[config.mk]
export PLATFORM = sky130hd
export DESIGN_NAME = rlc_level_ctl
export DESIGN_NICKNAME = d
export VERILOG_FILES = /design/src/common/rlc_pkg.sv /design/src/rlc_level_ctl.sv
export SDC_FILE = /design/constraint.sdc
export NUM_CORES = 2
export LEC_CHECK = 0
export BUFFER_PORTS_ARGS = -buffer_cell sky130_fd_sc_hd__buf_2
export CORE_MARGIN = 2
export CORE_UTILIZATION = 30
export CTS_CLUSTER_DIAMETER = 100
export DETAILED_ROUTE_END_ITERATION = 7
export SLEW_MARGIN = 40
export SYNTH_ARGS = -nofsm -noshare
export SYNTH_HDL_FRONTEND = slang
export SYNTH_SLANG_ARGS = --single-unit
[constraint.sdc]
create_clock -name clk -period 20.9 [get_ports clk]
set_input_delay 4.18 -clock clk [delete_from_list [all_inputs] [get_ports clk]]
set_output_delay 4.18 -clock clk [all_outputs]
set_load 0.01 [all_outputs]
[src/common/rlc_pkg.sv]
// package: register map, field layout, reset values and rate tables
// ****************************************************************
// What this block does
// Four enable bits switch automatic gain on channel 1 left, 1 right, 2 left, 2 right.
// Upper nibble bit 0 puts channel 1 and bit 2 puts channel 2 into analog-plus-digital gain, bits 1 and 3 reserved.
// The release code paces gain rises from 28.66 sample periods per dB doubling to code 1001, with 1010 to 1111 at 29348.
// The attack code paces gain falls from 7.33 sample periods per dB doubling to code 1011, with 1100 to 1111 at 30024.
// A release starts only after a hold of 62 sample periods doubled per code step, up to 2031616 at code 1111.
// Input below the six-bit noise threshold (0 dBFS minus 1.5 dB per code, reset -94.5 dBFS) changes no gain.
// Output below the six-bit minimum target (same encoding, reset -94.5 dBFS) makes the gain rise until it is above.
// Output above the six-bit maximum target (0 dBFS minus 1.5 dB per code) makes the gain fall until it is below.
// Total gain and total attenuation are capped separately by four-bit codes of 6 dB per step, both resetting to 90 dB.
// In hybrid mode the analog share stays between three-bit limits of 6 dB per step, code 001 being 0 dB.
// With clip prevention on, an over-target output falls at 0.034 dB per sample doubled per two-bit step code.
// Gain steps, hold counting and rate timing advance once per record sample period.
// ****************************************************************
package rlc_pkg;

  // ****************************************************************
  // register offsets
  // ****************************************************************
  localparam logic [7:0] OFS_ENABLES = 8'h30;
  localparam logic [7:0] OFS_RATES = 8'h31;
  localparam logic [7:0] OFS_HOLD = 8'h32;
  localparam logic [7:0] OFS_NOISE = 8'h33;
  localparam logic [7:0] OFS_TARGET_LOW = 8'h34;
  localparam logic [7:0] OFS_TARGET_HIGH = 8'h35;
  localparam logic [7:0] OFS_GAIN_CAPS = 8'h36;
  localparam logic [7:0] OFS_ANALOG_CAPS = 8'h37;
  localparam logic [7:0] OFS_CLIP_GUARD = 8'h38;
  // read-only gain status, one byte per channel side
  localparam logic [7:0] OFS_GAIN_STATUS0 = 8'h39;

  // ****************************************************************
  // reset values and writable-bit masks
  // ****************************************************************
  localparam logic [7:0] RST_ENABLES = 8'h00;
  localparam logic [7:0] RST_RATES = 8'h00;
  localparam logic [7:0] RST_HOLD = 8'h00;
  localparam logic [7:0] RST_NOISE = 8'h3F;
  localparam logic [7:0] RST_TARGET_LOW = 8'h3F;
  localparam logic [7:0] RST_TARGET_HIGH = 8'h00;
  localparam logic [7:0] RST_GAIN_CAPS = 8'hFF;
  localparam logic [7:0] RST_ANALOG_CAPS = 8'h71;
  localparam logic [7:0] RST_CLIP_GUARD = 8'h00;
  localparam logic [7:0] MSK_HOLD = 8'h0F;
  localparam logic [7:0] MSK_LEVEL = 8'h3F;
  localparam logic [7:0] MSK_ANALOG_CAPS = 8'h77;
  localparam logic [7:0] MSK_CLIP_GUARD = 8'h83;

  // ****************************************************************
  // field positions (lsb of each field)
  // ****************************************************************
  localparam int POS_ENABLE = 0;
  localparam int POS_HYBRID = 4;
  localparam int POS_ATTACK = 0;
  localparam int POS_RELEASE = 4;
  localparam int POS_ATTEN_CAP = 0;
  localparam int POS_GAIN_CAP = 4;
  localparam int POS_ANA_MIN = 0;
  localparam int POS_ANA_MAX = 4;
  localparam int POS_CLIP_STEP = 0;
  localparam int POS_CLIP_EN = 7;

  // ****************************************************************
  // gain units: one step is 1.5 dB, so 6 dB is four steps
  // ****************************************************************
  localparam logic signed [8:0] STEPS_PER_6DB = 9'sh004;
  localparam logic [2:0] ANA_CODE_0DB = 3'h1;
  localparam logic [2:0] ANA_MAX_LEGAL = 3'h5;

  // ****************************************************************
  // rate timing; periods are hundredths of a sample per dB
  // ****************************************************************
  localparam logic [3:0] REL_LAST = 4'hA;
  localparam logic [3:0] ATK_LAST = 4'hC;
  localparam logic [21:0] REL_PERIOD [0:10] = '{
    22'h000B32, 22'h001665, 22'h002CC4, 22'h005992, 22'h00B324,
    22'h01663E, 22'h02CC68, 22'h0598D0, 22'h0B3204, 22'h166408,
    22'h2CC810};
  localparam logic [21:0] ATK_PERIOD [0:12] = '{
    22'h0002DD, 22'h0005BA, 22'h000B74, 22'h0016E8, 22'h002DD2,
    22'h005BA4, 22'h00B73E, 22'h016E7C, 22'h02DCD0, 22'h05BA04,
    22'h0B7408, 22'h16E810, 22'h2DD020};
  // per sample the accumulator gains 2 x 100, the step costs 3 x period
  localparam logic [8:0] NORMAL_INC = 9'h0C8;
  // clip prevention runs in thousandths of a dB per sample
  localparam logic [8:0] CLIP_BASE_INC = 9'h022;
  localparam logic [23:0] CLIP_STEP_COST = 24'h0005DC;
  localparam logic [20:0] HOLD_BASE = 21'h00003E;

  typedef enum logic [3:0] {
    RLC_IDLE = 4'b0001,
    RLC_ATTACK = 4'b0010,
    RLC_HOLD = 4'b0100,
    RLC_RELEASE = 4'b1000
  } rlc_state_e;

endpackage

[src/rlc_level_ctl.sv]
// record-path automatic level control: registers and per-channel gain loop
`timescale 1ns/10ps
module rlc_level_ctl (
  input wire logic clk,
  input wire logic reset,
  input wire logic [7:0] addr,
  input wire logic [7:0] wdata,
  input wire logic wr,
  input wire logic rd,
  output logic [7:0] rdata,
  input wire logic sample_tick,
  input wire logic [3:0][5:0] in_level,
  output logic [3:0][7:0] total_gain,
  output logic [3:0][7:0] analog_gain,
  output logic [3:0][7:0] digital_gain,
  output logic [3:0] gain_active
);

  // ****************************************************************
  // register file
  // ****************************************************************
  logic [7:0] level_ctl_enables;
  logic [7:0] level_ctl_rates;
  logic [7:0] level_ctl_hold_time;
  logic [7:0] level_ctl_noise_gate;
  logic [7:0] level_ctl_target_low;
  logic [7:0] level_ctl_target_high;
  logic [7:0] level_ctl_gain_caps;
  logic [7:0] level_ctl_analog_caps;
  logic [7:0] level_ctl_clip_guard;
  logic signed [3:0][7:0] gain;

  wire wr_enables = wr && (addr == rlc_pkg::OFS_ENABLES);
  wire wr_rates = wr && (addr == rlc_pkg::OFS_RATES);
  wire wr_hold = wr && (addr == rlc_pkg::OFS_HOLD);
  wire wr_noise = wr && (addr == rlc_pkg::OFS_NOISE);
  wire wr_tlow = wr && (addr == rlc_pkg::OFS_TARGET_LOW);
  wire wr_thigh = wr && (addr == rlc_pkg::OFS_TARGET_HIGH);
  wire wr_gcaps = wr && (addr == rlc_pkg::OFS_GAIN_CAPS);
  wire wr_acaps = wr && (addr == rlc_pkg::OFS_ANALOG_CAPS);
  wire wr_clip = wr && (addr == rlc_pkg::OFS_CLIP_GUARD);

  always_ff @(posedge clk or posedge reset) begin
    if (reset) begin
      level_ctl_enables <= rlc_pkg::RST_ENABLES;
    end else if (wr_enables) begin
      level_ctl_enables <= wdata;
    end
  end

  always_ff @(posedge clk or posedge reset) begin
    if (reset) begin
      level_ctl_rates <= rlc_pkg::RST_RATES;
    end else if (wr_rates) begin
      level_ctl_rates <= wdata;
    end
  end

  always_ff @(posedge clk or posedge reset) begin
    if (reset) begin
      level_ctl_hold_time <= rlc_pkg::RST_HOLD;
    end else if (wr_hold) begin
      level_ctl_hold_time <= wdata & rlc_pkg::MSK_HOLD;
    end
  end

  always_ff @(posedge clk or posedge reset) begin
    if (reset) begin
      level_ctl_noise_gate <= rlc_pkg::RST_NOISE;
    end else if (wr_noise) begin
      level_ctl_noise_gate <= wdata & rlc_pkg::MSK_LEVEL;
    end
  end

  always_ff @(posedge clk or posedge reset) begin
    if (reset) begin
      level_ctl_target_low <= rlc_pkg::RST_TARGET_LOW;
    end else if (wr_tlow) begin
      level_ctl_target_low <= wdata & rlc_pkg::MSK_LEVEL;
    end
  end

  always_ff @(posedge clk or posedge reset) begin
    if (reset) begin
      level_ctl_target_high <= rlc_pkg::RST_TARGET_HIGH;
    end else if (wr_thigh) begin
      level_ctl_target_high <= wdata & rlc_pkg::MSK_LEVEL;
    end
  end

  always_ff @(posedge clk or posedge reset) begin
    if (reset) begin
      level_ctl_gain_caps <= rlc_pkg::RST_GAIN_CAPS;
    end else if (wr_gcaps) begin
      level_ctl_gain_caps <= wdata;
    end
  end

  always_ff @(posedge clk or posedge reset) begin
    if (reset) begin
      level_ctl_analog_caps <= rlc_pkg::RST_ANALOG_CAPS;
    end else if (wr_acaps) begin
      level_ctl_analog_caps <= wdata & rlc_pkg::MSK_ANALOG_CAPS;
    end
  end

  always_ff @(posedge clk or posedge reset) begin
    if (reset) begin
      level_ctl_clip_guard <= rlc_pkg::RST_CLIP_GUARD;
    end else if (wr_clip) begin
      level_ctl_clip_guard <= wdata & rlc_pkg::MSK_CLIP_GUARD;
    end
  end

  // ****************************************************************
  // read port: data stand in the cycle after the strobe only
  // ****************************************************************
  wire [7:0] status_idx = addr - rlc_pkg::OFS_GAIN_STATUS0;
  wire is_status = (addr >= rlc_pkg::OFS_GAIN_STATUS0) &&
                   (status_idx < 8'h04);
  logic [7:0] read_mux;

  always_comb begin
    read_mux = 8'h00;
    unique case (addr)
      rlc_pkg::OFS_ENABLES: read_mux = level_ctl_enables;
      rlc_pkg::OFS_RATES: read_mux = level_ctl_rates;
      rlc_pkg::OFS_HOLD: read_mux = level_ctl_hold_time;
      rlc_pkg::OFS_NOISE: read_mux = level_ctl_noise_gate;
      rlc_pkg::OFS_TARGET_LOW: read_mux = level_ctl_target_low;
      rlc_pkg::OFS_TARGET_HIGH: read_mux = level_ctl_target_high;
      rlc_pkg::OFS_GAIN_CAPS: read_mux = level_ctl_gain_caps;
      rlc_pkg::OFS_ANALOG_CAPS: read_mux = level_ctl_analog_caps;
      rlc_pkg::OFS_CLIP_GUARD: read_mux = level_ctl_clip_guard;
      default: begin
        if (is_status) read_mux = gain[status_idx[1:0]];
      end
    endcase
  end

  always_ff @(posedge clk or posedge reset) begin
    if (reset) begin
      rdata <= 8'h00;
    end else begin
      rdata <= rd ? read_mux : 8'h00;
    end
  end

  // ****************************************************************
  // shared decode
  // ****************************************************************
  function automatic logic [23:0] step_cost(input logic [3:0] code,
                                            input logic attack);
    logic [3:0] idx;
    idx = 4'h0;
    if (attack) begin
      idx = (code > rlc_pkg::ATK_LAST) ? rlc_pkg::ATK_LAST : code;
      step_cost = 24'(rlc_pkg::ATK_PERIOD[idx] * 3);
    end else begin
      idx = (code > rlc_pkg::REL_LAST) ? rlc_pkg::REL_LAST : code;
      step_cost = 24'(rlc_pkg::REL_PERIOD[idx] * 3);
    end
  endfunction

  // analog limit code to 1.5 dB steps; code 000 goes to 001, codes above 101 go to 101 for the maximum only
  function automatic logic signed [8:0] ana_steps(input logic [2:0] code,
                                                  input logic is_max);
    logic [2:0] c;
    c = (code < rlc_pkg::ANA_CODE_0DB) ? rlc_pkg::ANA_CODE_0DB : code;
    if (is_max && c > rlc_pkg::ANA_MAX_LEGAL) c = rlc_pkg::ANA_MAX_LEGAL;
    ana_steps = 9'($signed({6'h00, c - rlc_pkg::ANA_CODE_0DB}) *
                   rlc_pkg::STEPS_PER_6DB);
  endfunction

  wire [3:0] rel_code = level_ctl_rates[rlc_pkg::POS_RELEASE +: 4];
  wire [3:0] atk_code = level_ctl_rates[rlc_pkg::POS_ATTACK +: 4];
  wire [23:0] rel_cost = step_cost(rel_code, 1'b0);
  wire [23:0] atk_cost = step_cost(atk_code, 1'b1);
  wire [20:0] hold_len =
    rlc_pkg::HOLD_BASE << level_ctl_hold_time[3:0];
  wire clip_on = level_ctl_clip_guard[rlc_pkg::POS_CLIP_EN];
  wire [1:0] clip_step = level_ctl_clip_guard[rlc_pkg::POS_CLIP_STEP +: 2];
  wire [8:0] clip_inc = rlc_pkg::CLIP_BASE_INC << clip_step;
  wire [3:0] gain_cap_code = level_ctl_gain_caps[rlc_pkg::POS_GAIN_CAP +: 4];
  wire [3:0] att_cap_code = level_ctl_gain_caps[rlc_pkg::POS_ATTEN_CAP +: 4];
  wire signed [8:0] gain_cap =
    9'($signed({5'h00, gain_cap_code}) * rlc_pkg::STEPS_PER_6DB);
  wire signed [8:0] att_cap =
    9'(-($signed({5'h00, att_cap_code}) * rlc_pkg::STEPS_PER_6DB));
  wire signed [8:0] ana_lo =
    ana_steps(level_ctl_analog_caps[rlc_pkg::POS_ANA_MIN +: 3], 1'b0);
  wire signed [8:0] ana_hi =
    ana_steps(level_ctl_analog_caps[rlc_pkg::POS_ANA_MAX +: 3], 1'b1);
  wire signed [8:0] noise_thr = $signed({3'h0, level_ctl_noise_gate[5:0]});
  wire signed [8:0] low_thr = $signed({3'h0, level_ctl_target_low[5:0]});
  wire signed [8:0] high_thr = $signed({3'h0, level_ctl_target_high[5:0]});

  // ****************************************************************
  // per-channel gain loop; level codes grow as the signal gets quieter
  // ****************************************************************
  for (genvar ch = 0; ch < 4; ch++) begin : g_chan
    rlc_pkg::rlc_state_e state;
    rlc_pkg::rlc_state_e next_state;
    logic [23:0] acc;
    logic [20:0] hold_cnt;
    logic signed [8:0] next_gain;
    logic [23:0] next_acc;
    logic signed [8:0] ana;

    wire enabled = level_ctl_enables[rlc_pkg::POS_ENABLE + ch];
    wire hybrid =
      level_ctl_enables[rlc_pkg::POS_HYBRID + (ch / 2) * 2];
    wire signed [8:0] g = 9'($signed(gain[ch]));
    wire signed [8:0] in_code = $signed({3'h0, in_level[ch]});
    wire signed [8:0] out_code = in_code - g;
    wire gated = in_code > noise_thr;
    wire too_loud = out_code < high_thr;
    wire too_quiet = out_code > low_thr;
    wire hold_done = hold_cnt >= hold_len;
    wire fast = clip_on && too_loud;
    wire [23:0] cost = (state == rlc_pkg::RLC_ATTACK) ?
      (fast ? rlc_pkg::CLIP_STEP_COST : atk_cost) : rel_cost;
    wire [23:0] inc = fast ? {15'h0000, clip_inc} :
                             {15'h0000, rlc_pkg::NORMAL_INC};
    wire [23:0] acc_sum = acc + inc;
    wire step_due = acc_sum >= cost;

    always_comb begin
      next_state = rlc_pkg::RLC_IDLE;
      if (enabled && !gated) begin
        if (too_loud) begin
          next_state = rlc_pkg::RLC_ATTACK;
        end else if (too_quiet) begin
          next_state = ((state == rlc_pkg::RLC_HOLD && hold_done) ||
                        state == rlc_pkg::RLC_RELEASE) ?
                       rlc_pkg::RLC_RELEASE : rlc_pkg::RLC_HOLD;
        end
      end
    end

    always_comb begin
      next_gain = g;
      next_acc = 24'h000000;
      unique case (state)
        rlc_pkg::RLC_ATTACK: begin
          next_acc = step_due ? acc_sum - cost : acc_sum;
          if (step_due && g > att_cap) next_gain = g - 9'sh001;
        end
        rlc_pkg::RLC_RELEASE: begin
          next_acc = step_due ? acc_sum - cost : acc_sum;
          if (step_due && g < gain_cap) next_gain = g + 9'sh001;
        end
        rlc_pkg::RLC_IDLE, rlc_pkg::RLC_HOLD: next_acc = 24'h000000;
      endcase
      // a cap lowered by software pulls the gain back at once
      if (next_gain > gain_cap) next_gain = gain_cap;
      if (next_gain < att_cap) next_gain = att_cap;
      if (!enabled) next_gain = 9'sh000;
    end

    // the analog share is clamped, the digital stage takes the rest
    always_comb begin
      ana = 9'sh000;
      if (hybrid) begin
        ana = g;
        if (ana > ana_hi) ana = ana_hi;
        if (ana < ana_lo) ana = ana_lo;
      end
    end

    always_ff @(posedge clk or posedge reset) begin
      if (reset) begin
        state <= rlc_pkg::RLC_IDLE;
        acc <= 24'h000000;
        hold_cnt <= 21'h000000;
        gain[ch] <= 8'sh00;
      end else if (sample_tick) begin
        state <= next_state;
        acc <= (next_state == state) ? next_acc : 24'h000000;
        // any exit from hold restarts the count, so no stale time is kept
        hold_cnt <= (state == rlc_pkg::RLC_HOLD &&
                     next_state == rlc_pkg::RLC_HOLD) ?
                    hold_cnt + 21'h000001 : 21'h000000;
        gain[ch] <= 8'(next_gain);
      end else if (!enabled) begin
        state <= rlc_pkg::RLC_IDLE;
        gain[ch] <= 8'sh00;
      end
    end

    always_ff @(posedge clk or posedge reset) begin
      if (reset) begin
        total_gain[ch] <= 8'h00;
        analog_gain[ch] <= 8'h00;
        digital_gain[ch] <= 8'h00;
        gain_active[ch] <= 1'b0;
      end else begin
        total_gain[ch] <= gain[ch];
        analog_gain[ch] <= 8'(ana);
        digital_gain[ch] <= 8'(g - ana);
        gain_active[ch] <= (state == rlc_pkg::RLC_ATTACK) ||
                           (state == rlc_pkg::RLC_RELEASE);
      end
    end
  end

endmodule

==> impl_summary.log <==
[metrics] type of element capturing the critical path: flip-flop
[metrics] area added between synthesis and finish: 12.41%
[metrics] M1 WL: 59.98 mm
[metrics] sequential cell fraction of total power: 0.287
[metrics] setup repair after global routing missed its margin: false
[metrics] Final Skew: 0.02448 ns
[metrics] gate count after technology mapping: 4608
[metrics] fmax: 0.06411 GHz
[metrics] most used cell along the critical path: sky130_fd_sc_hd__a21oi_1
[metrics] die area: 132100 um2
[metrics] crit path time final: 15.60 ns
[metrics] die outline height: 363.4 um
[metrics] CTS root buffer: sky130_fd_sc_hd__clkbuf_16
[metrics] slowest CP cell: sky130_fd_sc_hd__or4_1
[metrics] internal power of the cells: 1.706 mW
[metrics] synthesized area: 38750 um2
[metrics] Warnings, synthesis: 0
[metrics] syn avg cell area: 8.409 um2
[metrics] number of H-tree levels: 2
[metrics] core footprint: 127800 um2
[metrics] critical path's top delay family: compound AO/OA/AOI/OAI gates
[metrics] placed wire-length estimate: 105.5 mm
[metrics] CTS tree: built
[metrics] average via count per standard cell: 5.664
[metrics] TritonCTS Sinks: 391
[metrics] clock buffer count from CTS: 53
[metrics] outcome: complete, no violations
[metrics] post-synth net total: 5179
[metrics] Post-Layout Cell Count: 6426
[metrics] Nets: 5287
[metrics] wire length per cell: 21.72 um
[metrics] clock share of power: 0.358
[metrics] proportion of netlist area held by the largest area contributor: 0.2344
[metrics] initial antenna violation count: 9
[metrics] share of total power in combinational logic: 0.355
[metrics] P_sw: 1.043 mW
[metrics] IO Pins: 153
[metrics] Clock transition at path regs: 0.06 ns
[metrics] Max IR drop VDD: 63.76 uV
[metrics] uppermost metal layer occupied by signal nets: met5
[metrics] total placed cells including tap cells: 6322
[metrics] worst path required time: 21.49 ns
[metrics] count of state elements after synthesis: 391
[metrics] sequential area share after synthesis: 0.2534
[metrics] longest individual stage delay on the worst path: 0.54 ns
[metrics] worst relative slew slack: 0.3089
[metrics] maximum number of buffers from clock root to sink: 3
[metrics] synth unique cells: 117
[metrics] max-cap violations: 0
[metrics] clk_lat worst skew: 0.67 ns
[metrics] total setup violations reported at the end of the flow: 0
[metrics] worst endpoint data arrival time: 16.19 ns
[metrics] Sum Neg Setup Slack: 0 ns
[metrics] sum of buffers and inverters on the critical path: 4
[metrics] leakage power: 19.85 nW
[metrics] fraction of final layout cells with drive strength greater than 1: 0.1073
[metrics] pin count of the biggest net entering global routing: 108
[metrics] first-pass iteration count of the detailed router: 7
[metrics] initial cell density of the core: 0.3031
[metrics] largest area contributor in the netlist: sky130_fd_sc_hd__dfrtp_1
[metrics] biggest area contributors in the synthesized netlist: sky130_fd_sc_hd__dfrtp_1 (23%), sky130_fd_sc_hd__ha_1 (16%), sky130_fd_sc_hd__xnor2_1 (4.8%)
[metrics] routability congestion estimate: 0.9825
[metrics] total gr overflow: 0
[metrics] final routed wirelength across all metal layers: 139.6 mm
[metrics] number of buffers added on ports: 152
[metrics] commonest non-fill, non-tap cell in the layout: sky130_fd_sc_hd__ha_1
[metrics] number of filler instances in the final layout: 13267
[metrics] hold violation total from the final report: 0
[metrics] final routed DRC violation total: 0
[metrics] die outline width: 363.4 um
[metrics] post-route total power: 2.749 mW
[metrics] worst min-delay path class: reg -> reg
[metrics] all-layer global routing usage: 0.2051
[metrics] buffers inserted during post-CTS setup optimization: 0
[metrics] switching share of power: 0.3793
[metrics] count of flip-flops with a built-in enable after synthesis: 0
[metrics] PostCTS Resize Cnt: 0
[metrics] Power per Cell Area: 63.12 nW/um2
[metrics] total number of placement rows: 131
[metrics] vias in the first global route: 34390
[metrics] fraction of registers with async set/reset: 1.000
[metrics] wire length on met3: 12.49 mm
[metrics] WS Path Type: in -> reg
[metrics] amount of wire on met2 after detailed routing: 61.29 mm
[metrics] dominant synthesized flop cell: sky130_fd_sc_hd__dfrtp_1
[metrics] element type at the critical path start: input port
[metrics] wire length of the first global-routing pass: 209.9 mm
[metrics] First DRT Iteration DRCs: 3322
[metrics] post-route ant nets: 0
[metrics] CTS Hold Bufs: 0
[metrics] Final Max Tran Viols: 0
[metrics] worst-path fanout max: 26
[metrics] total number of vias: 36395
[metrics] slew of the pin with the lowest slew margin: 1.029 ns
[metrics] commonest cells after routing, fill and taps aside: sky130_fd_sc_hd__ha_1 (508), sky130_fd_sc_hd__nand2_1 (379), sky130_fd_sc_hd__nor2_1 (368), sky130_fd_sc_hd__dfrtp_1 (361), sky130_fd_sc_hd__a21oi_1 (304)
[metrics] final core utilization: 0.3407
[metrics] ratio of final minimum period to clock period: 0.7463
==> state kept, by name (all words and copies together) (netlist names) <==
register               flops
digital_gain              32
level_ctl_gain_caps        8
g_chan.acc                96
level_ctl_clip_guard       3
level_ctl_analog_caps      6
rdata                      8
level_ctl_enables          8
level_ctl_rates            8
g_chan.g                  32
analog_gain               32
total_gain                32
level_ctl_hold_time        4
level_ctl_noise_gate       6
level_ctl_target_high      6
gain_active                4
g_chan.hold_cnt           84
level_ctl_target_low       6
g_chan.state              16
==> per-layer routing <==
| metal | up-vias | GRT usage |
|---|---|---|
| li1 | 17132 | - |
| met1 | 17489 | 0.2714 |
| met2 | 1480 | 0.3239 |
| met3 | 284 | 0.04541 |
| met4 | 10 | 0.07973 |
| met5 | - | 0 |
==> per-stage QoR <==
step	instance area, um2	hold WS, ns	setup slack [ns]
6_report	43560	0.4988	5.302
3_3_place_gp	41500	0.4863	4.994
3_5_place_dp	41590	0.4840	4.915
2_1_floorplan	38750	0.3993	5.897
5_1_grt	43550	0.5151	4.418
4_1_cts	43460	0.5004	5.580
==> worst register-to-register path, delay by kind of cell, from the launching register on <==
family	cells	cell delay (ns)
multiplexers	1	0.41
buffers and inverters	2	0.56
XOR/XNOR	3	0.39
adder cells (fa/ha/maj)	7	2.34
AO/OA/AOI/OAI	30	6.54
AND/OR/NAND/NOR	13	1.77
flip-flops	1	0.70
==> cell usage after synthesis (100+ instances only) <==
| master | n |
|---|---|
| sky130_fd_sc_hd__nand3_1 | 143 |
| sky130_fd_sc_hd__xor2_1 | 122 |
| sky130_fd_sc_hd__nor2b_1 | 100 |
| sky130_fd_sc_hd__nor2_1 | 372 |
| sky130_fd_sc_hd__a21o_1 | 135 |
| sky130_fd_sc_hd__xnor2_1 | 213 |
| sky130_fd_sc_hd__o21ai_0 | 243 |
| sky130_fd_sc_hd__ha_1 | 508 |
| sky130_fd_sc_hd__inv_1 | 258 |
| sky130_fd_sc_hd__nand2_1 | 379 |
| sky130_fd_sc_hd__clkbuf_1 | 135 |
| sky130_fd_sc_hd__a21oi_1 | 306 |
| sky130_fd_sc_hd__dfrtp_1 | 363 |
==> worst paths after layout <==
check	startpoint	to	slack, ns	depth (start not counted)
max	in_level[6]	g_chan[1].g[6]	5.30	58
min reg2reg	g_chan[0].acc[1]	g_chan[0].acc[1]	0.50	1
max reg2reg	g_chan[3].g[2]	g_chan[3].g[6]	8.11	56
min in group asynchronous	reset	g_chan[0].hold_cnt[6]	3.58	2
min	g_chan[0].acc[1]	g_chan[0].acc[1]	0.50	1
max in group asynchronous	reset	level_ctl_rates[7]	15.56	4
==> power groups by stage <==
stage	clock network, mW	logic (mW)	registers (mW)
after floorplan	0	0.662	0.795
after global placement	0	0.933	0.801
after detailed placement	0	0.945	0.801
after CTS	1.00	0.950	0.788
after global routing	1.03	1.06	0.790
final	0.985	0.976	0.789
==> cell type report <==
class                      instances  area [um2]  area share
tap                             1662        2079     0.04774
timing repair buffer             215        1261     0.02896
sequential                       391        9822      0.2255
antenna                            3       7.507   0.0001724
multi-input combinational       3795       27530      0.6320
clock buffer                      69        1468     0.03370
inverter                         260       991.0     0.02275
clock inverter                    31       401.6    0.009221
==> logic make-up (layout without fill, tap and decap cells) <==
| family | count (synthesis) | count (layout) | share of synthesized area |
|---|---|---|---|
| AND/OR/NAND/NOR | 1498 | 1498 | 0.1906 |
| AO/OA/AOI/OAI | 1320 | 1320 | 0.2308 |
| adder cells (fa/ha/maj) | 529 | 529 | 0.1741 |
| buffers and inverters | 422 | 575 | 0.04140 |
| flip-flops | 391 | 391 | 0.2534 |
| XOR/XNOR | 335 | 335 | 0.07572 |
| multiplexers | 111 | 111 | 0.03368 |
| other | 2 | 5 | 0.0001938 |
Power figures use the tool's default switching activity.
